<file path="config.mk">
export PLATFORM = sky130hd
export DESIGN_NAME = gfcs_top
export DESIGN_NICKNAME = d
export VERILOG_FILES = /design/src/gfcs_pkg.sv /design/src/gfcs_top.sv
export SDC_FILE = /design/constraint.sdc
export NUM_CORES = 1
export LEC_CHECK = 0
export BUFFER_PORTS_ARGS = -buffer_cell sky130_fd_sc_hd__buf_2
export CAP_MARGIN = 15
export CORE_UTILIZATION = 30
export CTS_BUF_LIST = sky130_fd_sc_hd__clkbuf_16
export DETAILED_ROUTE_END_ITERATION = 10
export MAX_ROUTING_LAYER = met4
export PLACE_DENSITY = 0.4
export SLEW_MARGIN = 20
export SYNTH_ARGS = -nofsm -noshare
export SYNTH_HDL_FRONTEND = slang
export SYNTH_SLANG_ARGS = --single-unit
</file>
<file path="constraint.sdc">
create_clock -name sys_clk -period 12.5 [get_ports sys_clk]
set_input_delay 0.625 -clock sys_clk [delete_from_list [all_inputs] [get_ports sys_clk]]
set_output_delay 0.625 -clock sys_clk [all_outputs]
set_load 0.01 [all_outputs]
</file>
<file path="src/gfcs_pkg.sv">
// Constants and types for the gas heat and cooling sequencer.
// Assumes a single free-running system clock; all timing is in whole seconds.
package gfcs_pkg;
    // ------------------------------------------------------------
    // Clock and second base
    // ------------------------------------------------------------
    localparam int CLK_HZ = 125_000_000;
    localparam int SEC_S = 1;
    localparam int SEC_CYC = CLK_HZ * SEC_S; // Cycles in one second
    // ------------------------------------------------------------
    // Sequence times in seconds
    // ------------------------------------------------------------
    localparam logic [11:0] POWERUP_S = 12'h002;
    localparam logic [11:0] HEAT_DLY_S = 12'h001;
    localparam logic [11:0] PS_WARN_S = 12'h005;
    localparam logic [11:0] PS_GIVEUP_S = 12'h03C;
    localparam logic [11:0] IND_OFF_S = 12'h03C;
    localparam logic [11:0] PREPURGE_S = 12'h00F;
    localparam logic [11:0] IGN_S = 12'h005;
    localparam logic [11:0] PROOF_S = 12'h002;
    localparam logic [11:0] TRIAL_S = 12'h007;
    localparam logic [11:0] LOCK_PURGE_S = 12'h00F;
    localparam logic [11:0] HTAP_S = 12'h01E;
    localparam logic [11:0] POSTPURGE_S = 12'h00F;
    localparam logic [11:0] PS_SHORT_S = 12'h002;
    localparam logic [11:0] COOL_DLY_S = 12'h001;
    localparam logic [11:0] COOL_OFF_S = 12'h03C;
    localparam logic [11:0] SOL_DLY_S = 12'h001;
    localparam logic [11:0] SOFTLOCK_S = 12'hE10;
    localparam logic [11:0] BO_60_S = 12'h03C;
    localparam logic [11:0] BO_90_S = 12'h05A;
    localparam logic [11:0] BO_120_S = 12'h078;
    localparam logic [11:0] BO_180_S = 12'h0B4;
    // ------------------------------------------------------------
    // Event limits and flash codes
    // ------------------------------------------------------------
    localparam logic [2:0] IGN_MAX = 3'h3;
    localparam logic [2:0] EVT_MAX = 3'h5;
    localparam logic [3:0] CODE_CHECK = 4'h2;
    localparam logic [3:0] CODE_PS = 4'h3;
    localparam logic [3:0] CODE_LIMIT = 4'h4;
    localparam logic [3:0] CODE_NOFAN = 4'h4;
    localparam logic [3:0] CODE_FLAME = 4'h6;
    localparam logic [3:0] CODE_IGN = 4'h7;
    localparam logic [5:0] HEART_PER = 6'h04;
    localparam logic [5:0] FLASH_GAP = 6'h03;
    typedef enum logic [3:0] {H_IDLE, H_DELAY, H_CHECK, H_PROVE, H_INDOFF, H_PRE,
        H_TRIAL, H_RUN, H_POST, H_LPURGE, H_SOFT} gfcs_heat_type;
    typedef enum logic [2:0] {DUTY_OFF, DUTY_FAN, DUTY_COOL1, DUTY_COOL2,
        DUTY_HEAT} gfcs_duty_type;
endpackage

</file>
<file path="src/gfcs_top.sv">
// Sequencer for a packaged gas heat and cooling unit: calls, burner, blower, LED.
// Assumes thermostat and safety inputs are asynchronous contacts, already debounced.
`timescale 1ns/1ps
module gfcs_top import gfcs_pkg::*; #(
    parameter int SEC_CYCLES = SEC_CYC
) (
    // Clock, reset, enable
    input wire logic sys_clk,
    input wire logic sys_rst,
    input wire logic clk_en,
    // Thermostat calls
    input wire logic fan_call,
    input wire logic first_cool_stage_call,
    input wire logic second_cool_stage_call,
    input wire logic heat_call,
    // Safety inputs and field setting
    input wire logic pressure_closed,
    input wire logic limit_closed,
    input wire logic flame_valid,
    input wire logic gas_valve_open,
    input wire logic [1:0] off_delay_sel,
    // Burner outputs
    output logic inducer,
    output logic gas_valve,
    output logic igniter,
    // Blower and compressor outputs
    output logic fan_only_motor_tap,
    output logic cool_motor_tap,
    output logic heat_motor_tap,
    output logic contactor,
    output logic capacity_solenoid,
    output gfcs_duty_type duty_command,
    // Status LED
    output logic led_green,
    output logic led_red
);
    // ------------------------------------------------------------
    // Input synchronisers
    // ------------------------------------------------------------
    logic [8:0] sync1, sync2;
    logic y1_c, y2_c, heat_c, ps_c, lim_c, flame_c, gvs_c;
    logic [1:0] sel_c;
    // Two stages on every pin; first stage feeds only the second
    always_ff @(posedge sys_clk or posedge sys_rst) begin
        if (sys_rst) begin
            sync1 <= '0;
            sync2 <= '0;
        end else if (clk_en) begin
            sync1 <= {off_delay_sel, gas_valve_open, flame_valid, limit_closed,
                pressure_closed, heat_call, second_cool_stage_call, first_cool_stage_call};
            sync2 <= sync1;
        end
    end
    assign {sel_c, gvs_c, flame_c, lim_c, ps_c, heat_c, y2_c, y1_c} = sync2;
    // ------------------------------------------------------------
    // Second tick and power-up check
    // ------------------------------------------------------------
    logic [31:0] div, next_div;
    logic [11:0] pu, next_pu;
    logic tick;
    // Fan call rides in bit 0 of a separate stage so widths stay honest
    logic fan_s1, fan_s2;
    always_ff @(posedge sys_clk or posedge sys_rst) begin
        if (sys_rst) begin
            fan_s1 <= 1'b0;
            fan_s2 <= 1'b0;
        end else if (clk_en) begin
            fan_s1 <= fan_call;
            fan_s2 <= fan_s1;
        end
    end
    assign tick = clk_en && (div == 32'(SEC_CYCLES - 1));
    wire pu_done = (pu >= POWERUP_S);
    always_comb begin
        next_div = tick ? '0 : div + 32'h1;
        next_pu = (tick && !pu_done) ? pu + 12'h1 : pu;
    end
    always_ff @(posedge sys_clk or posedge sys_rst) begin
        if (sys_rst) begin
            div <= '0;
            pu <= '0;
        end else if (clk_en) begin
            div <= next_div;
            pu <= next_pu;
        end
    end
    // ------------------------------------------------------------
    // Heating sequence
    // ------------------------------------------------------------
    gfcs_heat_type hst, next_hst;
    logic [11:0] hsec, next_hsec, bo, next_bo, gvs, next_gvs;
    logic [11:0] flsec, next_flsec, pss, next_pss, bo_sel;
    logic [2:0] ign, next_ign, psn, next_psn, fln, next_fln, lmn, next_lmn;
    logic [3:0] lock_code, next_lock;
    logic hblow, next_hblow, prev_call, next_prev_call, stop_blow, call;
    logic next_gas, next_ind, next_ign_out;
    // Only proceed once power-up check is over
    assign call = heat_c && pu_done;
    wire pre_ok = lim_c && !gvs_c && !ps_c;
    // Strap is read only through its synchroniser, never straight off the pin
    always_comb begin
        case (sel_c)
            2'h0: bo_sel = BO_60_S;
            2'h1: bo_sel = BO_90_S;
            2'h2: bo_sel = BO_120_S;
            default: bo_sel = BO_180_S;
        endcase
    end
    always_comb begin
        next_hst = hst;
        next_hsec = (tick && hsec != 12'hFFF) ? hsec + 12'h1 : hsec;
        next_bo = (tick && bo != 12'h0) ? bo - 12'h1 : bo;
        next_gvs = gvs;
        next_flsec = flsec;
        next_pss = ps_c ? 12'h0 : pss;
        next_ign = ign;
        next_psn = psn;
        next_fln = fln;
        next_lmn = lmn;
        next_lock = lock_code;
        next_hblow = hblow;
        next_prev_call = call;
        stop_blow = 1'b0;
        // Fresh call wipes the event history
        if (call && !prev_call && hst == H_IDLE) begin
            next_ign = '0;
            next_psn = '0;
            next_fln = '0;
            next_lmn = '0;
        end
        case (hst)
            H_IDLE: if (call) next_hst = H_DELAY;
            H_DELAY: begin
                if (!call) next_hst = H_IDLE;
                else if (hsec >= HEAT_DLY_S) next_hst = H_CHECK;
            end
            H_CHECK: begin
                // Held here while any precondition fails
                if (!call) next_hst = H_IDLE;
                else if (pre_ok) next_hst = H_PROVE;
            end
            H_PROVE: begin
                if (!call) next_hst = H_POST;
                else if (ps_c) next_hst = H_PRE;
                else if (hsec >= PS_GIVEUP_S) next_hst = H_INDOFF;
            end
            H_INDOFF: if (hsec >= IND_OFF_S) next_hst = call ? H_CHECK : H_IDLE;
            H_PRE: begin
                next_flsec = '0;
                if (!call) next_hst = H_POST;
                else if (hsec >= PREPURGE_S) next_hst = H_TRIAL;
            end
            H_TRIAL: begin
                if (!flame_c) next_flsec = '0;
                else if (tick) next_flsec = flsec + 12'h1;
                if (!call) next_hst = H_POST;
                // Spark runs its full time before the proven flame is accepted
                else if (flsec >= PROOF_S && hsec >= IGN_S) next_hst = H_RUN;
                else if (hsec >= TRIAL_S) begin
                    next_ign = ign + 3'h1;
                    if (ign + 3'h1 >= IGN_MAX) begin
                        next_lock = CODE_IGN;
                        next_hst = H_LPURGE;
                    end else begin
                        next_hst = H_PRE;
                    end
                end
            end
            H_RUN: begin
                if (!call) begin
                    next_hst = H_POST;
                    stop_blow = 1'b1;
                end else if (!lim_c) begin
                    stop_blow = 1'b1;
                    next_lmn = lmn + 3'h1;
                    if (lmn + 3'h1 >= EVT_MAX) begin
                        next_lock = CODE_LIMIT;
                        next_hst = H_LPURGE;
                    end else begin
                        next_hst = H_CHECK;
                    end
                end else if (!ps_c && (pss >= PS_SHORT_S || !flame_c)) begin
                    stop_blow = 1'b1;
                    next_psn = psn + 3'h1;
                    if (psn + 3'h1 >= EVT_MAX) begin
                        next_lock = CODE_PS;
                        next_hst = H_LPURGE;
                    end else begin
                        next_hst = H_PROVE;
                    end
                end else if (!flame_c) begin
                    stop_blow = 1'b1;
                    next_fln = fln + 3'h1;
                    if (fln + 3'h1 >= EVT_MAX) begin
                        next_lock = CODE_FLAME;
                        next_hst = H_LPURGE;
                    end else begin
                        next_hst = H_PROVE;
                    end
                end else if (!ps_c && tick) begin
                    next_pss = pss + 12'h1;
                end
            end
            H_POST: if (hsec >= POSTPURGE_S) next_hst = H_IDLE;
            H_LPURGE: if (hsec >= LOCK_PURGE_S) next_hst = H_SOFT;
            H_SOFT: begin
                if (hsec >= SOFTLOCK_S) begin
                    next_hst = H_IDLE;
                    next_lock = '0;
                    next_ign = '0;
                end
            end
            default: next_hst = H_IDLE;
        endcase
        if (next_hst != hst) next_hsec = '0;
        // Blower keeps running through its off delay after any stop
        if (stop_blow || (hblow && !call)) begin
            next_hblow = 1'b0;
            next_bo = bo_sel;
        end
        next_gas = (next_hst == H_TRIAL || next_hst == H_RUN) && ps_c;
        next_ign_out = next_gas && (next_hst == H_TRIAL) && (next_hsec < IGN_S);
        next_ind = next_hst inside {H_PROVE, H_PRE, H_TRIAL, H_RUN, H_POST, H_LPURGE};
        if (!next_gas || next_hst == H_IDLE) next_gvs = next_gas ? gvs : '0;
        if (next_gas && tick && gvs < HTAP_S) next_gvs = gvs + 12'h1;
        if (gvs >= HTAP_S && hst == H_RUN && call) next_hblow = 1'b1;
    end
    always_ff @(posedge sys_clk or posedge sys_rst) begin
        if (sys_rst) begin
            hst <= H_IDLE;
            {hsec, bo, gvs, flsec, pss} <= '0;
            {ign, psn, fln, lmn, lock_code} <= '0;
            {hblow, prev_call, gas_valve, inducer, igniter} <= '0;
        end else if (clk_en) begin
            hst <= next_hst;
            hsec <= next_hsec;
            bo <= next_bo;
            gvs <= next_gvs;
            flsec <= next_flsec;
            pss <= next_pss;
            ign <= next_ign;
            psn <= next_psn;
            fln <= next_fln;
            lmn <= next_lmn;
            lock_code <= next_lock;
            hblow <= next_hblow;
            prev_call <= next_prev_call;
            gas_valve <= next_gas;
            inducer <= next_ind;
            igniter <= next_ign_out;
        end
    end
    // ------------------------------------------------------------
    // Fan, cooling and blower duty
    // ------------------------------------------------------------
    logic [11:0] cd, next_cd, coff, next_coff, c2off, next_c2off;
    logic cool_req, c_on;
    gfcs_duty_type next_duty;
    assign cool_req = y1_c && !heat_c && pu_done;
    assign c_on = cool_req && cd >= COOL_DLY_S;
    always_comb begin
        next_cd = !cool_req ? '0 : ((tick && cd < COOL_DLY_S) ? cd + 12'h1 : cd);
        next_coff = c_on ? COOL_OFF_S : ((tick && coff != 0) ? coff - 12'h1 : coff);
        next_c2off = (c_on && y2_c) ? COOL_OFF_S
            : ((tick && c2off != 0) ? c2off - 12'h1 : c2off);
        // Warm-up leaves duty to the cooling or fan calls until heat blower is due
        if (hblow || bo != 0) next_duty = DUTY_HEAT;
        else if (c2off != 0) next_duty = DUTY_COOL2;
        else if (coff != 0) next_duty = DUTY_COOL1;
        else if (fan_s2 && pu_done) next_duty = DUTY_FAN;
        else next_duty = DUTY_OFF;
    end
    always_ff @(posedge sys_clk or posedge sys_rst) begin
        if (sys_rst) begin
            {cd, coff, c2off} <= '0;
            duty_command <= DUTY_OFF;
            {fan_only_motor_tap, cool_motor_tap, heat_motor_tap} <= '0;
            {contactor, capacity_solenoid} <= '0;
        end else if (clk_en) begin
            cd <= next_cd;
            coff <= next_coff;
            c2off <= next_c2off;
            duty_command <= next_duty;
            fan_only_motor_tap <= fan_s2 && pu_done;
            cool_motor_tap <= next_coff != 0;
            heat_motor_tap <= next_hblow || next_bo != 0;
            contactor <= cool_req;
            capacity_solenoid <= cool_req && y2_c && cd >= SOL_DLY_S;
        end
    end
    // ------------------------------------------------------------
    // Status LED
    // ------------------------------------------------------------
    logic [5:0] pos, next_pos, per;
    logic [3:0] code;
    logic solid, grn, red, next_g, next_r;
    always_comb begin
        solid = 1'b0;
        code = '0;
        grn = 1'b1;
        red = 1'b0;
        if (!pu_done) solid = 1'b1;
        else if (hst == H_SOFT || hst == H_LPURGE) begin
            code = lock_code;
            grn = 1'b0;
            red = 1'b1;
        end else if ((hst == H_PROVE && hsec >= PS_WARN_S) || hst == H_INDOFF) begin
            code = CODE_PS;
            grn = 1'b0;
            red = 1'b1;
        end else if (hst == H_CHECK) begin
            code = CODE_CHECK;
            grn = 1'b0;
            red = 1'b1;
        end else if (y1_c && !fan_s2) begin
            code = CODE_NOFAN;
            red = 1'b1;
        end else if (!(hst == H_IDLE && !y1_c && !fan_s2 && !heat_c)) solid = 1'b1;
        per = (code == 0) ? HEART_PER : {1'b0, code, 1'b0} + FLASH_GAP;
        next_pos = tick ? ((pos + 6'h1 >= per) ? '0 : pos + 6'h1) : pos;
        if (solid) begin
            next_g = grn;
            next_r = red;
        end else if (code == 0) begin
            next_g = pos < 6'h02;
            next_r = 1'b0;
        end else begin
            next_g = grn && !pos[0] && pos < {1'b0, code, 1'b0};
            next_r = red && !pos[0] && pos < {1'b0, code, 1'b0};
        end
    end
    always_ff @(posedge sys_clk or posedge sys_rst) begin
        if (sys_rst) begin
            pos <= '0;
            led_green <= 1'b0;
            led_red <= 1'b0;
        end else if (clk_en) begin
            pos <= next_pos;
            led_green <= next_g;
            led_red <= next_r;
        end
    end
endmodule

</file>
==> run metrics <==
Tcrit/Tclk final=38.4%; GRT Total Usage=16.6%; Worst Hold Class=in -> async; Synth Flop Type=dfrtp_1; DR WL/cell=17.3 um; remaining routing DRC violations=0; Root Driver=clkbuf_16; initial antenna violation count=0; Synth warnings=0; first-pass GRT wire length=48400 um; CTS tree=yes; syn_area_per_cell=9.14 um^2; R2R depth=19; I/O pins=26; register area share after synthesis=44.8%; fmax=208 MHz; Hold Fails Final Rpt=0; post-route minimum period=4.80 ns; Worst Clk Skew=0.0115 ns; # hold bufs at CTS=0; largest net degree at the start of global routing=89; most frequent cell after synthesis=dfrtp_1; max-slew violation count=0; clock transition at the registers of the reported paths=0.08 ns; DRT antenna net count=0; Post-synth top cells=200 x dfrtp_1, 120 x nor2_1, 111 x nand2_1; HPWL after DPL=20500 um; met2 routed WL=13200 um; fin nets=1277; Crit Path Category=reg -> reg; CTS Buf Count=17; Leak=0.00548 uW; Fin Setup TNS=0 ns; final setup vio count=0; number of global-route vias before repair=8727; post-synth top area share=44.8%; port bufs=25; met3 routed WL=921 um; drt total wl=29500 um; DIE HEIGHT=195 um; routability cong.=0.870; DIE AREA=38000 um^2; total gr overflow=0; clk_lat worst skew=0.45 ns; fin util=33.8%; maxcap violations=0; syn_nets=1277; DIE WIDTH=195 um; Slew @ Worst Pin=1.02 ns; share of cells above drive strength 1=8.58%; DR top layer=met4; # resized after CTS=0; Post-synth EDFFs=0; TritonCTS sink count=200; Req. time, crit path=12.86 ns; Synth Instances=1223; status=completed; CP Launch Type=register; RSZ-0062 raised after global routing=no; worst vdd ir=0.0932 mV; Max clock buf depth=2; post-CTS setup buffer count=0; WHS=0.265 ns; CTS HTree Levels=4; core area=36600 um^2; cell taking the most area after synthesis=dfrtp_1; synth top area cells=dfrtp_1 45%, ha_1 4.6%, nor2_1 4.0%, nand2_1 3.7%, o21ai_0 3.5%; Netlist cell types=75; slew margin rel.=31.3%; PwrDens=128 nW/um^2; Rows=70; vias per cell=5.23; Crit Path Max Fanout=7; Setup crit end kind=register; DR vias=8905; DRT iter0 DRCs=603; #FFs+latches synth=200; FFs w/ async S/R, synth=100%; Initial Utilization=30.5%; filler instances=3825; Post-Syn Area=11200 um^2; Area Growth Syn to Fin=10.7%; router iterations before antenna repair=5; Ant. Diodes=0; met1 WL=14800 um; crit path DAT=5.16 ns
-- critical path: stages (launching register included) --
cell and delay [ns]:
dfrtp_1 0.45, or4_1 0.65, a2111oi_4 0.46, o22ai_1 0.16, o2bb2ai_1 0.20, and2_1 0.21
o21a_1 0.13, inv_1 0.08, ha_1 0.17, a21boi_0 0.37, inv_1 0.11, ha_1 0.28
nand2b_1 0.14, a21o_1 0.17, a21o_1 0.17, a21o_1 0.17, a2111o_1 0.47, o21ai_0 0.17
nand2_1 0.07, o31ai_1 0.07
-- report_power, final --
part / internal (uW) / switching, uW
clock: 296 / 264
combinational: 109 / 172
sequential: 687 / 53.8
total: 1090 / 490
-- per-stage QoR --
| stage | std cells | setup slack (ns) | total power [uW] | area [um^2] |
|---|---|---|---|---|
| after global placement | 1671 | 7.74 | 1040 | 11800 |
| after CTS | 1703 | 7.71 | 1610 | 12300 |
| final | 1704 | 7.70 | 1580 | 12400 |
| after global routing | 1704 | 7.24 | 1680 | 12400 |
| after floorplan | 1223 | 6.42 | 953 | 11200 |
| after detailed placement | 1671 | 7.72 | 1040 | 11800 |
-- logic make-up after synthesis --
logic type	count (synthesis)	share of synthesized area (%)
simple gates	515	23.7
compound gates	264	15.4
flops	200	44.8
buf+inv	114	3.94
xor+xnor	59	4.62
fa+ha+maj	42	4.69
mux	29	2.83
-- metal layers --
layer,GRT usage (%),vias up
li1,-,4413
met1,22.7,4311
met2,24.8,149
met3,3.20,32
met4,4.58,0
met5,-,-
-- state kept, by name, indices dropped and copies added (netlist names), 12 cells and up --
signal,flops
pu,12
coff,12
gvs,12
hsec,12
pss,12
cd,12
div,32
flsec,12
c2off,12
bo,12
-- layout make-up --
cell class | count | area [um^2] | area share [%]
inverter | 59 | 229 | 1.85
tap | 468 | 586 | 4.73
timing repair buffer | 36 | 230 | 1.86
clock inverter | 15 | 158 | 1.27
sequential | 200 | 5000 | 40.5
clock buffer | 17 | 425 | 3.44
multi-input combinational | 909 | 5740 | 46.4
-- worst paths after layout --
check	from	endpoint	slack [ns]
setup / recovery	hsec[4]$_DFFE_PP0P_	pos[3]$_DFFE_PP0P_	7.70
hold / removal	sys_rst	div[30]$_DFFE_PP0P_	0.26
setup reg to reg	hsec[4]$_DFFE_PP0P_	pos[3]$_DFFE_PP0P_	7.70
hold reg to reg	pu[4]$_DFFE_PP0P_	pu[4]$_DFFE_PP0P_	0.40
max in group asynchronous	sys_rst	pss[1]$_DFFE_PP0P_	10.50
min in group sys_clk	pu[4]$_DFFE_PP0P_	pu[4]$_DFFE_PP0P_	0.40
-- cells in the final DEF, fill, tap and decap left out, drive strengths merged, types with 27 or more instances in the layout --
| master | netlist | routed |
|---|---|---|
| buf | 13 | 36 |
| dfrtp | 200 | 200 |
| a21oi | 50 | 50 |
| nor4 | 27 | 27 |
| inv | 58 | 60 |
| xnor2 | 37 | 37 |
| nor3 | 31 | 31 |
| ha | 41 | 41 |
| o21ai | 84 | 84 |
| nor2 | 120 | 120 |
| nand2 | 111 | 111 |
| nand3 | 63 | 63 |
| nand4 | 28 | 28 |
Power figures use the tool's default switching activity.
